===== config.mk =====
export PLATFORM = sky130hd
export DESIGN_NAME = seq_global_ctrl
export DESIGN_NICKNAME = d
export VERILOG_FILES = /design/src/common/seq_ctrl_pkg.sv /design/src/logic/seq_global_ctrl.sv
export SDC_FILE = /design/constraint.sdc
export NUM_CORES = 1
export LEC_CHECK = 0
export BUFFER_PORTS_ARGS = -buffer_cell sky130_fd_sc_hd__buf_2
export CAP_MARGIN = 20
export CORE_UTILIZATION = 40
export DETAILED_ROUTE_END_ITERATION = 7
export GPL_TIMING_DRIVEN = 0
export HOLD_SLACK_MARGIN = 0.1
export REMOVE_ABC_BUFFERS = 1
export SLEW_MARGIN = 0
export SYNTH_ARGS = -nofsm -noshare
export SYNTH_HDL_FRONTEND = slang
export SYNTH_SLANG_ARGS = --single-unit

===== constraint.sdc =====
create_clock -name clk_i -period 2.7 [get_ports clk_i]
set_input_delay 0.405 -clock clk_i [delete_from_list [all_inputs] [get_ports clk_i]]
set_output_delay 0.405 -clock clk_i [all_outputs]
set_load 0.005 [all_outputs]

===== src/common/seq_ctrl_pkg.sv =====
// Constants shared by the converter sequencer global control logic
package seq_ctrl_pkg;
  localparam int unsigned ADDR_W    = 8;
  localparam int unsigned DATA_W    = 32;
  localparam int unsigned GROUPS    = 8;
  localparam int unsigned TMR_W     = 24;
  localparam int unsigned PRE_W     = 7;
  // Register byte offsets in the local register space
  localparam logic [ADDR_W-1:0] CTRL_OFS = 8'h88;
  localparam logic [ADDR_W-1:0] STAT_OFS = 8'h8C;
  // Control word field positions
  localparam int unsigned GATE_BIT  = 8;
  localparam int unsigned RUN_LSB   = 0;
  // Status nibble layout, low bit first
  localparam int unsigned NIB_W     = 4;
  localparam int unsigned BUSY_POS  = 0;
  localparam int unsigned SETF_POS  = 1;
  localparam int unsigned REQ_POS   = 2;
  localparam int unsigned UND_POS   = 3;
  // Reset values
  localparam logic [GROUPS-1:0] RUN_RST  = 8'h00;
  localparam logic              GATE_RST = 1'b0;
  localparam logic [GROUPS-1:0] FLAG_RST = 8'h00;
  localparam logic [DATA_W-1:0] ZERO_W   = 32'h0000_0000;
  // Timer base: one timer step lasts TICK_US microseconds
  localparam int unsigned CLK_MHZ   = 10;
  localparam int unsigned TICK_US   = 10;
  localparam int unsigned TICK_CYC  = TICK_US * CLK_MHZ;
  localparam logic [PRE_W-1:0] PRE_LAST = PRE_W'(TICK_CYC - 1);
  localparam logic [PRE_W-1:0] PRE_ZERO = 7'h00;
  localparam logic [PRE_W-1:0] PRE_ONE  = 7'h01;
  localparam logic [TMR_W-1:0] TMR_ZERO = 24'h00_0000;
  localparam logic [TMR_W-1:0] TMR_ONE  = 24'h00_0001;
endpackage : seq_ctrl_pkg


===== src/logic/seq_global_ctrl.sv =====
// Global sequencer control, status word and interrupt gate for 8 groups
`timescale 1ns/10ps
`default_nettype none
module seq_global_ctrl (
  input  wire logic                                        clk_i,
  input  wire logic                                        rst_i,
  input  wire logic [seq_ctrl_pkg::ADDR_W-1:0]             reg_addr_i,
  input  wire logic                                        reg_wr_i,
  input  wire logic                                        reg_rd_i,
  input  wire logic [seq_ctrl_pkg::DATA_W-1:0]             reg_wdata_i,
  output logic      [seq_ctrl_pkg::DATA_W-1:0]             reg_rdata_o,
  input  wire logic [seq_ctrl_pkg::GROUPS-1:0][seq_ctrl_pkg::TMR_W-1:0]
                                                           timer_preload_i,
  input  wire logic [seq_ctrl_pkg::GROUPS-1:0]             group_irq_en_i,
  output logic      [seq_ctrl_pkg::GROUPS-1:0]             xfer_req_o,
  input  wire logic [seq_ctrl_pkg::GROUPS-1:0]             xfer_done_i,
  output logic                                             irq_o
);
  localparam int unsigned G = seq_ctrl_pkg::GROUPS;

  logic                              master_irq_gate_ff;
  logic [G-1:0]                      run_ff;
  logic [G-1:0]                      busy_ff;
  logic [G-1:0]                      set_flag_ff;
  logic [G-1:0]                      req_ff;
  logic [G-1:0]                      und_ff;
  logic [G-1:0]                      xfer_ff;
  logic [G-1:0][seq_ctrl_pkg::TMR_W-1:0] cnt_ff;
  logic [seq_ctrl_pkg::PRE_W-1:0]    pre_ff;
  logic                              tick_w;
  logic                              wr_ctrl_w;
  logic                              wr_stat_w;
  logic [G-1:0]                      fetch_w;
  logic [G-1:0]                      clr_req_w;
  logic [G-1:0]                      clr_und_w;

  // Packs the per-group flags into the status word layout
  function automatic logic [seq_ctrl_pkg::DATA_W-1:0] pack_status(
    input logic [G-1:0] und, input logic [G-1:0] req,
    input logic [G-1:0] setf, input logic [G-1:0] busy);
    logic [seq_ctrl_pkg::DATA_W-1:0] w;
    w = seq_ctrl_pkg::ZERO_W;
    for (int i = 0; i < G; i++) begin
      w[i*seq_ctrl_pkg::NIB_W + seq_ctrl_pkg::UND_POS]  = und[i];
      w[i*seq_ctrl_pkg::NIB_W + seq_ctrl_pkg::REQ_POS]  = req[i];
      w[i*seq_ctrl_pkg::NIB_W + seq_ctrl_pkg::SETF_POS] = setf[i];
      w[i*seq_ctrl_pkg::NIB_W + seq_ctrl_pkg::BUSY_POS] = busy[i];
    end
    return w;
  endfunction : pack_status

  // Extracts one flag column from a status word
  function automatic logic [G-1:0] col_of(
    input logic [seq_ctrl_pkg::DATA_W-1:0] w, input int unsigned pos);
    logic [G-1:0] c;
    c = '0;
    for (int i = 0; i < G; i++) begin
      c[i] = w[i*seq_ctrl_pkg::NIB_W + pos];
    end
    return c;
  endfunction : col_of

  // Register decode
  assign wr_ctrl_w = reg_wr_i && (reg_addr_i == seq_ctrl_pkg::CTRL_OFS);
  assign wr_stat_w = reg_wr_i && (reg_addr_i == seq_ctrl_pkg::STAT_OFS);
  assign clr_req_w = wr_stat_w ? col_of(reg_wdata_i, seq_ctrl_pkg::REQ_POS)
                               : '0;
  assign clr_und_w = wr_stat_w ? col_of(reg_wdata_i, seq_ctrl_pkg::UND_POS)
                               : '0;

  // Global control word; one write may start several groups at once
  always_ff @(posedge clk_i) begin
    if (rst_i) begin
      master_irq_gate_ff <= seq_ctrl_pkg::GATE_RST;
      run_ff             <= seq_ctrl_pkg::RUN_RST;
    end else if (wr_ctrl_w) begin
      master_irq_gate_ff <= reg_wdata_i[seq_ctrl_pkg::GATE_BIT];
      run_ff <= reg_wdata_i[seq_ctrl_pkg::RUN_LSB +: G];
    end
  end

  // Shared 10 us time base
  assign tick_w = (pre_ff == seq_ctrl_pkg::PRE_LAST);
  always_ff @(posedge clk_i) begin
    if (rst_i || tick_w) begin
      pre_ff <= seq_ctrl_pkg::PRE_ZERO;
    end else begin
      pre_ff <= pre_ff + seq_ctrl_pkg::PRE_ONE;
    end
  end

  // A fetch happens when a running group's interval expires
  always_comb begin
    for (int i = 0; i < G; i++) begin
      fetch_w[i] = tick_w && busy_ff[i] && run_ff[i] && !xfer_ff[i] &&
                   (cnt_ff[i] == seq_ctrl_pkg::TMR_ZERO);
    end
  end

  // Per-group sequencer: busy, interval counter and transfer state
  always_ff @(posedge clk_i) begin
    if (rst_i) begin
      busy_ff     <= seq_ctrl_pkg::FLAG_RST;
      xfer_ff     <= seq_ctrl_pkg::FLAG_RST;
      set_flag_ff <= seq_ctrl_pkg::FLAG_RST;
      cnt_ff      <= '0;
    end else begin
      for (int i = 0; i < G; i++) begin
        if (run_ff[i] && !busy_ff[i]) begin
          busy_ff[i] <= 1'b1;
          cnt_ff[i]  <= timer_preload_i[i];
        end else if (!run_ff[i] && !xfer_ff[i]) begin
          busy_ff[i]     <= 1'b0;
          set_flag_ff[i] <= 1'b0;
        end else if (fetch_w[i]) begin
          cnt_ff[i] <= timer_preload_i[i];
        end else if (tick_w && busy_ff[i] &&
                     cnt_ff[i] != seq_ctrl_pkg::TMR_ZERO) begin
          cnt_ff[i] <= cnt_ff[i] - seq_ctrl_pkg::TMR_ONE;
        end
        if (fetch_w[i]) begin
          xfer_ff[i] <= 1'b1;
        end else if (xfer_ff[i] && xfer_done_i[i]) begin
          xfer_ff[i]     <= 1'b0;
          set_flag_ff[i] <= 1'b1;
        end
      end
    end
  end

  // Clearable flags; a new event wins over a clear in the same cycle
  always_ff @(posedge clk_i) begin
    if (rst_i) begin
      req_ff <= seq_ctrl_pkg::FLAG_RST;
      und_ff <= seq_ctrl_pkg::FLAG_RST;
    end else begin
      req_ff <= fetch_w | (req_ff & ~clr_req_w);
      und_ff <= (fetch_w & req_ff) | (und_ff & ~clr_und_w);
    end
  end

  // Registered read data; reserved and unmapped bits read as zero
  always_ff @(posedge clk_i) begin
    if (rst_i) begin
      reg_rdata_o <= seq_ctrl_pkg::ZERO_W;
    end else if (reg_rd_i && reg_addr_i == seq_ctrl_pkg::CTRL_OFS) begin
      reg_rdata_o <= seq_ctrl_pkg::ZERO_W;
      reg_rdata_o[seq_ctrl_pkg::GATE_BIT] <= master_irq_gate_ff;
      reg_rdata_o[seq_ctrl_pkg::RUN_LSB +: G] <= run_ff;
    end else if (reg_rd_i && reg_addr_i == seq_ctrl_pkg::STAT_OFS) begin
      reg_rdata_o <= pack_status(und_ff, req_ff, set_flag_ff, busy_ff);
    end else if (reg_rd_i) begin
      reg_rdata_o <= seq_ctrl_pkg::ZERO_W;
    end
  end

  // Handshake and interrupt outputs
  assign xfer_req_o = xfer_ff;
  assign irq_o = master_irq_gate_ff &&
                 (|((und_ff | req_ff) & group_irq_en_i));

  // Checks
  irq_gate_a: assert property (@(posedge clk_i) disable iff (rst_i)
    !master_irq_gate_ff |-> !irq_o)
    else $error("interrupt passed a closed gate");
  irq_source_a: assert property (@(posedge clk_i) disable iff (rst_i)
    irq_o |-> |((und_ff | req_ff) & group_irq_en_i))
    else $error("interrupt without enabled event");
  ctrl_reset_a: assert property (@(posedge clk_i)
    rst_i |=> (run_ff == seq_ctrl_pkg::RUN_RST) && !master_irq_gate_ff)
    else $error("control word not reset");
  run_write_a: assert property (@(posedge clk_i) disable iff (rst_i)
    wr_ctrl_w |=> run_ff == $past(reg_wdata_i[G-1:0]))
    else $error("run bits did not follow write");
  busy_run_a: assert property (@(posedge clk_i) disable iff (rst_i)
    ##1 ((run_ff & $past(run_ff) & ~busy_ff) == '0))
    else $error("busy low while running");
  stop_wait_a: assert property (@(posedge clk_i) disable iff (rst_i)
    ##1 (($past(busy_ff) & ~busy_ff & $past(xfer_ff)) == '0))
    else $error("busy dropped during transfer");
  ctrl_rsvd_a: assert property (@(posedge clk_i) disable iff (rst_i)
    reg_rd_i && reg_addr_i == seq_ctrl_pkg::CTRL_OFS
    |=> reg_rdata_o[seq_ctrl_pkg::DATA_W-1:seq_ctrl_pkg::GATE_BIT+1] == '0)
    else $error("reserved control bits not zero");
  stat_map_a: assert property (@(posedge clk_i) disable iff (rst_i)
    reg_rd_i && reg_addr_i == seq_ctrl_pkg::STAT_OFS
    |=> reg_rdata_o == pack_status($past(und_ff), $past(req_ff),
                                   $past(set_flag_ff), $past(busy_ff)))
    else $error("status word layout wrong");
  flag_reset_a: assert property (@(posedge clk_i)
    rst_i |=> (req_ff == '0) && (und_ff == '0))
    else $error("status flags not reset");
  under_set_a: assert property (@(posedge clk_i) disable iff (rst_i)
    |(fetch_w & req_ff)
    |=> (($past(fetch_w & req_ff) & ~(und_ff & xfer_ff)) == '0))
    else $error("underflow not flagged");
  flag_clear_a: assert property (@(posedge clk_i) disable iff (rst_i)
    ##1 (req_ff == ($past(fetch_w) | ($past(req_ff) & ~$past(clr_req_w)))))
    else $error("request flag clear wrong");
  reload_a: assert property (@(posedge clk_i) disable iff (rst_i)
    fetch_w[0] |=> cnt_ff[0] == $past(timer_preload_i[0]))
    else $error("interval not reloaded");
  fetch_cv: cover property (@(posedge clk_i) disable iff (rst_i)
    fetch_w[0] ##[1:200] xfer_done_i[0] && xfer_ff[0]);
  stop_cv: cover property (@(posedge clk_i) disable iff (rst_i)
    xfer_ff[0] && !run_ff[0] ##[1:50] !busy_ff[0]);
  under_cv: cover property (@(posedge clk_i) disable iff (rst_i)
    $rose(|und_ff));
  irq_cv: cover property (@(posedge clk_i) disable iff (rst_i) $rose(irq_o));
endmodule : seq_global_ctrl
`default_nettype wire


==> flow_metrics.py <==
metrics = {
    "status": {
        "status": "finished with violations",
        "violations": "setup timing",
    },
    "sta": {
        "fin_skew_ns": 0.01895,
        "rsz0062_at_grt": "yes",
        "fmax_ghz": 0.3633,
        "hold_viol_final": 0,
        "fin_ws_ns": -0.05262,
        "slew_viol_final": 0,
        "worstMarginPinSlew_ns": 1.201,
        "relSlewSlack_pct": 19.66,
        "min_period_ns": 2.753,
        "finalCritPeriodShare_pct": 101.9,
        "setup_viol": 4,
        "tns_ns": -0.08407,
    },
    "drt": {
        "wl_per_cell_um": 19.57,
        "met3_length_um": 4390,
        "drt_iter0_drc": 1476,
        "wl_met2_um": 27000,
        "vias_per_cell": 6.038,
        "drc": 0,
        "top_layer_used": "met5",
        "num_vias": 17920,
        "m1WireLength_um": 25100,
        "first_pass_iters": 5,
        "detail-route-antenna-nets": 0,
        "wirelength_um": 58090,
    },
    "final_layout": {
        "num-nets-final": 2683,
        "instances_no_fill": 2968,
        "syn2layout_area_growth_pct": 25.30,
        "drive_above_1_share_pct": 22.40,
        "regArea_um2": 5612,
        "multiInputGateArea_um2": 10540,
        "n_fill_cell": 3892,
    },
    "synthesis": {
        "synth_top_cell_area_share_pct": 34.08,
        "syn_inst": 2165,
        "async_flop_share_pct": 0,
        "synth_area_leaders": "dfxtp_1 (34%), a21oi_1 (7.7%), nor2_1 (4.6%), o32ai_1 (4.1%), nand2_1 (3.8%)",
        "ys_seq_area_share_pct": 34.08,
        "synthDistinctLibCells": 90,
        "synth-edff-count": 0,
        "netlist_area_um2": 16450,
        "yosysMostFrequentCell": "dfxtp_1",
        "yosys_warnings": 0,
        "postSynthAreaPerCell_um2": 7.596,
        "synthFlopType": "dfxtp_1",
        "synth-seq-cells": 280,
        "synth_commonest_cells": "dfxtp_1 (280), a21oi_1 (253), nor2_1 (202)",
        "synth_area_leader_cell": "dfxtp_1",
    },
    "worst_setup_path": {
        "r2r-end": "cnt_ff[171]",
        "rr_startpoint": "pre_ff[4]",
        "worst_setup_path_end_kind": "flip-flop",
        "rrSetupSlack_ns": -0.05,
        "crit_type": "flip-flop to flip-flop",
        "critPathLaunch": "pre_ff[4]",
        "start_kind": "flip-flop",
        "r2r_cells": 8,
        "cp_data_arrival_time_ns": 3.14,
        "critPathRequiredTime_ns": 3.09,
        "cp_max_fo": 7,
    },
    "power_and_ir_drop": {
        "vdd_drop_max_v": 0.0004826,
        "power_mw": 9.659,
        "p_leak_nw": 8.882,
        "powerDensity_nw_per_um2": 468.7,
    },
    "global_routing": {
        "grt_pass1_wl_um": 89420,
        "antenna_found_initial": 9,
        "grt_pass1_vias": 16400,
        "gr-total-overflow": 0,
        "grt_usage_pct": 26.50,
        "grt_max_degree": 120,
    },
    "placed_design": {
        "dpl.cell_count": 2844,
        "routabilityCongestion": 0.9213,
        "place.port_buffers": 281,
        "dp_hpwl_um": 38800,
    },
    "die": {
        "core_area_um2": 40100,
        "fp.dieArea_um2": 41930,
        "die_y_um": 204.8,
        "io_pins": 293,
        "placementRows": 73,
        "die_w_um": 204.8,
        "initial_core_util_pct": 41.01,
    },
    "clocking": {
        "htree_levels": 2,
        "cts.sinks": 280,
        "cts_tree": "done",
        "clk_pin_slew_worst_paths_ns": 0.06,
        "clk_latency_ns": 0.54,
        "root_buffer": "clkbuf_16",
        "clock_path_buffers": 3,
        "cts_buffers": 36,
    },
    "hold_path": {
        "hp-start": "reg_wdata_i[3]",
        "whs_endpoint": "run_ff[3]",
        "worstHoldPathCells": 3,
        "hp-class": "input port to flip-flop",
    },
    "flow_run": {
        "maxCapViolations": 0,
    },
}
-- metal layers --
layer / GRT usage, % / up-vias
met1: 35.36 / 8499
met4: 8.795 / 10
met5: 0 / -
met2: 42.60 / 675
met3: 5.043 / 108
li1: - / 8630
-- logic make-up after synthesis --
| kind of cell | synth area share (%) |
|---|---|
| AND/OR/NAND/NOR | 26.72 |
| adder cells (fa/ha/maj) | 1.293 |
| flip-flops | 34.08 |
| XOR/XNOR | 0.2663 |
| multiplexers | 4.101 |
| buffers and inverters | 6.535 |
| AO/OA/AOI/OAI | 27.00 |
-- area by class of cell --
| type | count | area share, % |
|---|---|---|
| inverter | 126 | 2.295 |
| antenna | 6 | 0.07286 |
| timing repair buffer | 349 | 10.22 |
| sequential | 280 | 27.23 |
| multi-input combinational | 1621 | 51.17 |
| tap | 525 | 3.188 |
| clock inverter | 13 | 0.9351 |
| clock buffer | 48 | 4.888 |
-- worst max-delay path, cell delays in order, from the launching register on --
cell     delay, ns
dfxtp_4       0.36
or4b_4        0.67
or4_4         0.60
nor4b_4       0.25
buf_4         0.17
nor2_4        0.07
buf_6         0.22
mux2i_1       0.16
o32ai_1       0.10
-- layout by cell type, fill, tap and decap left out, types with 10 or more instances in the layout --
master     count
ha_1          16
nor3b_1       13
nand3_1       76
mux2_2        11
nor4_2        14
a21oi_2       13
a22oi_1       20
a211oi_1      27
o211ai_1      15
nand2_1      150
o21ai_2       10
a31oi_1       14
or3_1         26
a21oi_1      242
o21a_1        10
buf_2        280
clkbuf_16     38
and2_1        21
o22ai_1       14
nand2_4       10
inv_1        125
nor2_1       196
nand4_1       45
a221oi_1      25
and3_1        14
o21ai_0      101
nor4_4        13
or4_1         16
buf_4         43
a32oi_1       15
mux2i_1       55
o32ai_1       77
nor3_1        91
nand2b_1      17
nor2b_1       40
dfxtp_1      277
nor4_1        49
-- how the worst max path moves through the flow --
stage / end / slack [ns] / cells after the start
after detailed placement: cnt_ff[163] / -1.96 / 7
after CTS: cnt_ff[74] / 0.007 / 6
after floorplan: cnt_ff[1] / -1.91 / 5
after global placement: cnt_ff[142] / -6.30 / 4
final: cnt_ff[171] / -0.05 / 8
after global routing: cnt_ff[171] / -0.09 / 8
-- sequential cells by signal, summed over array words and instances, names as in the netlist --
signal / flops
und_ff: 8
reg_rdata_o: 32
set_flag_ff: 8
master_irq_gate_ff: 1
cnt_ff: 192
req_ff: 8
run_ff: 8
xfer_req_o: 8
pre_ff: 7
busy_ff: 8
-- what timing repair did --
| item | 4_1_cts | 5_1_grt |
|---|---|---|
| resized for setup | 75 | 83 |
| hold buffers | 5 | 0 |
| setup endpoints to repair | 207 | 161 |
| setup buffers | 24 | 24 |
| cloned | 2 | 2 |
| pin swaps | 12 | 18 |
| endpoints found under the hold margin | 5 | 0 |
-- power breakdown --
group | internal [mW] | switching (mW) | leakage [nW]
Sequential | 4.14 | 0.0120 | 2.26
Clock | 3.09 | 1.93 | 0.591
Combinational | 0.210 | 0.281 | 6.03
Total | 7.44 | 2.22 | 8.88
-- metrics by stage --
stage | instance area (µm²) | setup WS (ns) | hold slack (ns) | util [%]
detailed placement | 18170 | -1.955 | 0.4549 | 45.33
finish | 20610 | -0.05262 | 0.1304 | 51.39
global route | 20600 | -0.08774 | 0.1147 | 51.37
floorplan | 15840 | -1.914 | 0.4353 | -
CTS | 20020 | 0.007055 | 0.1015 | 49.94
global placement | 17910 | -6.296 | 0.4428 | 44.66
No activity file was read; power rests on OpenSTA's default activity.
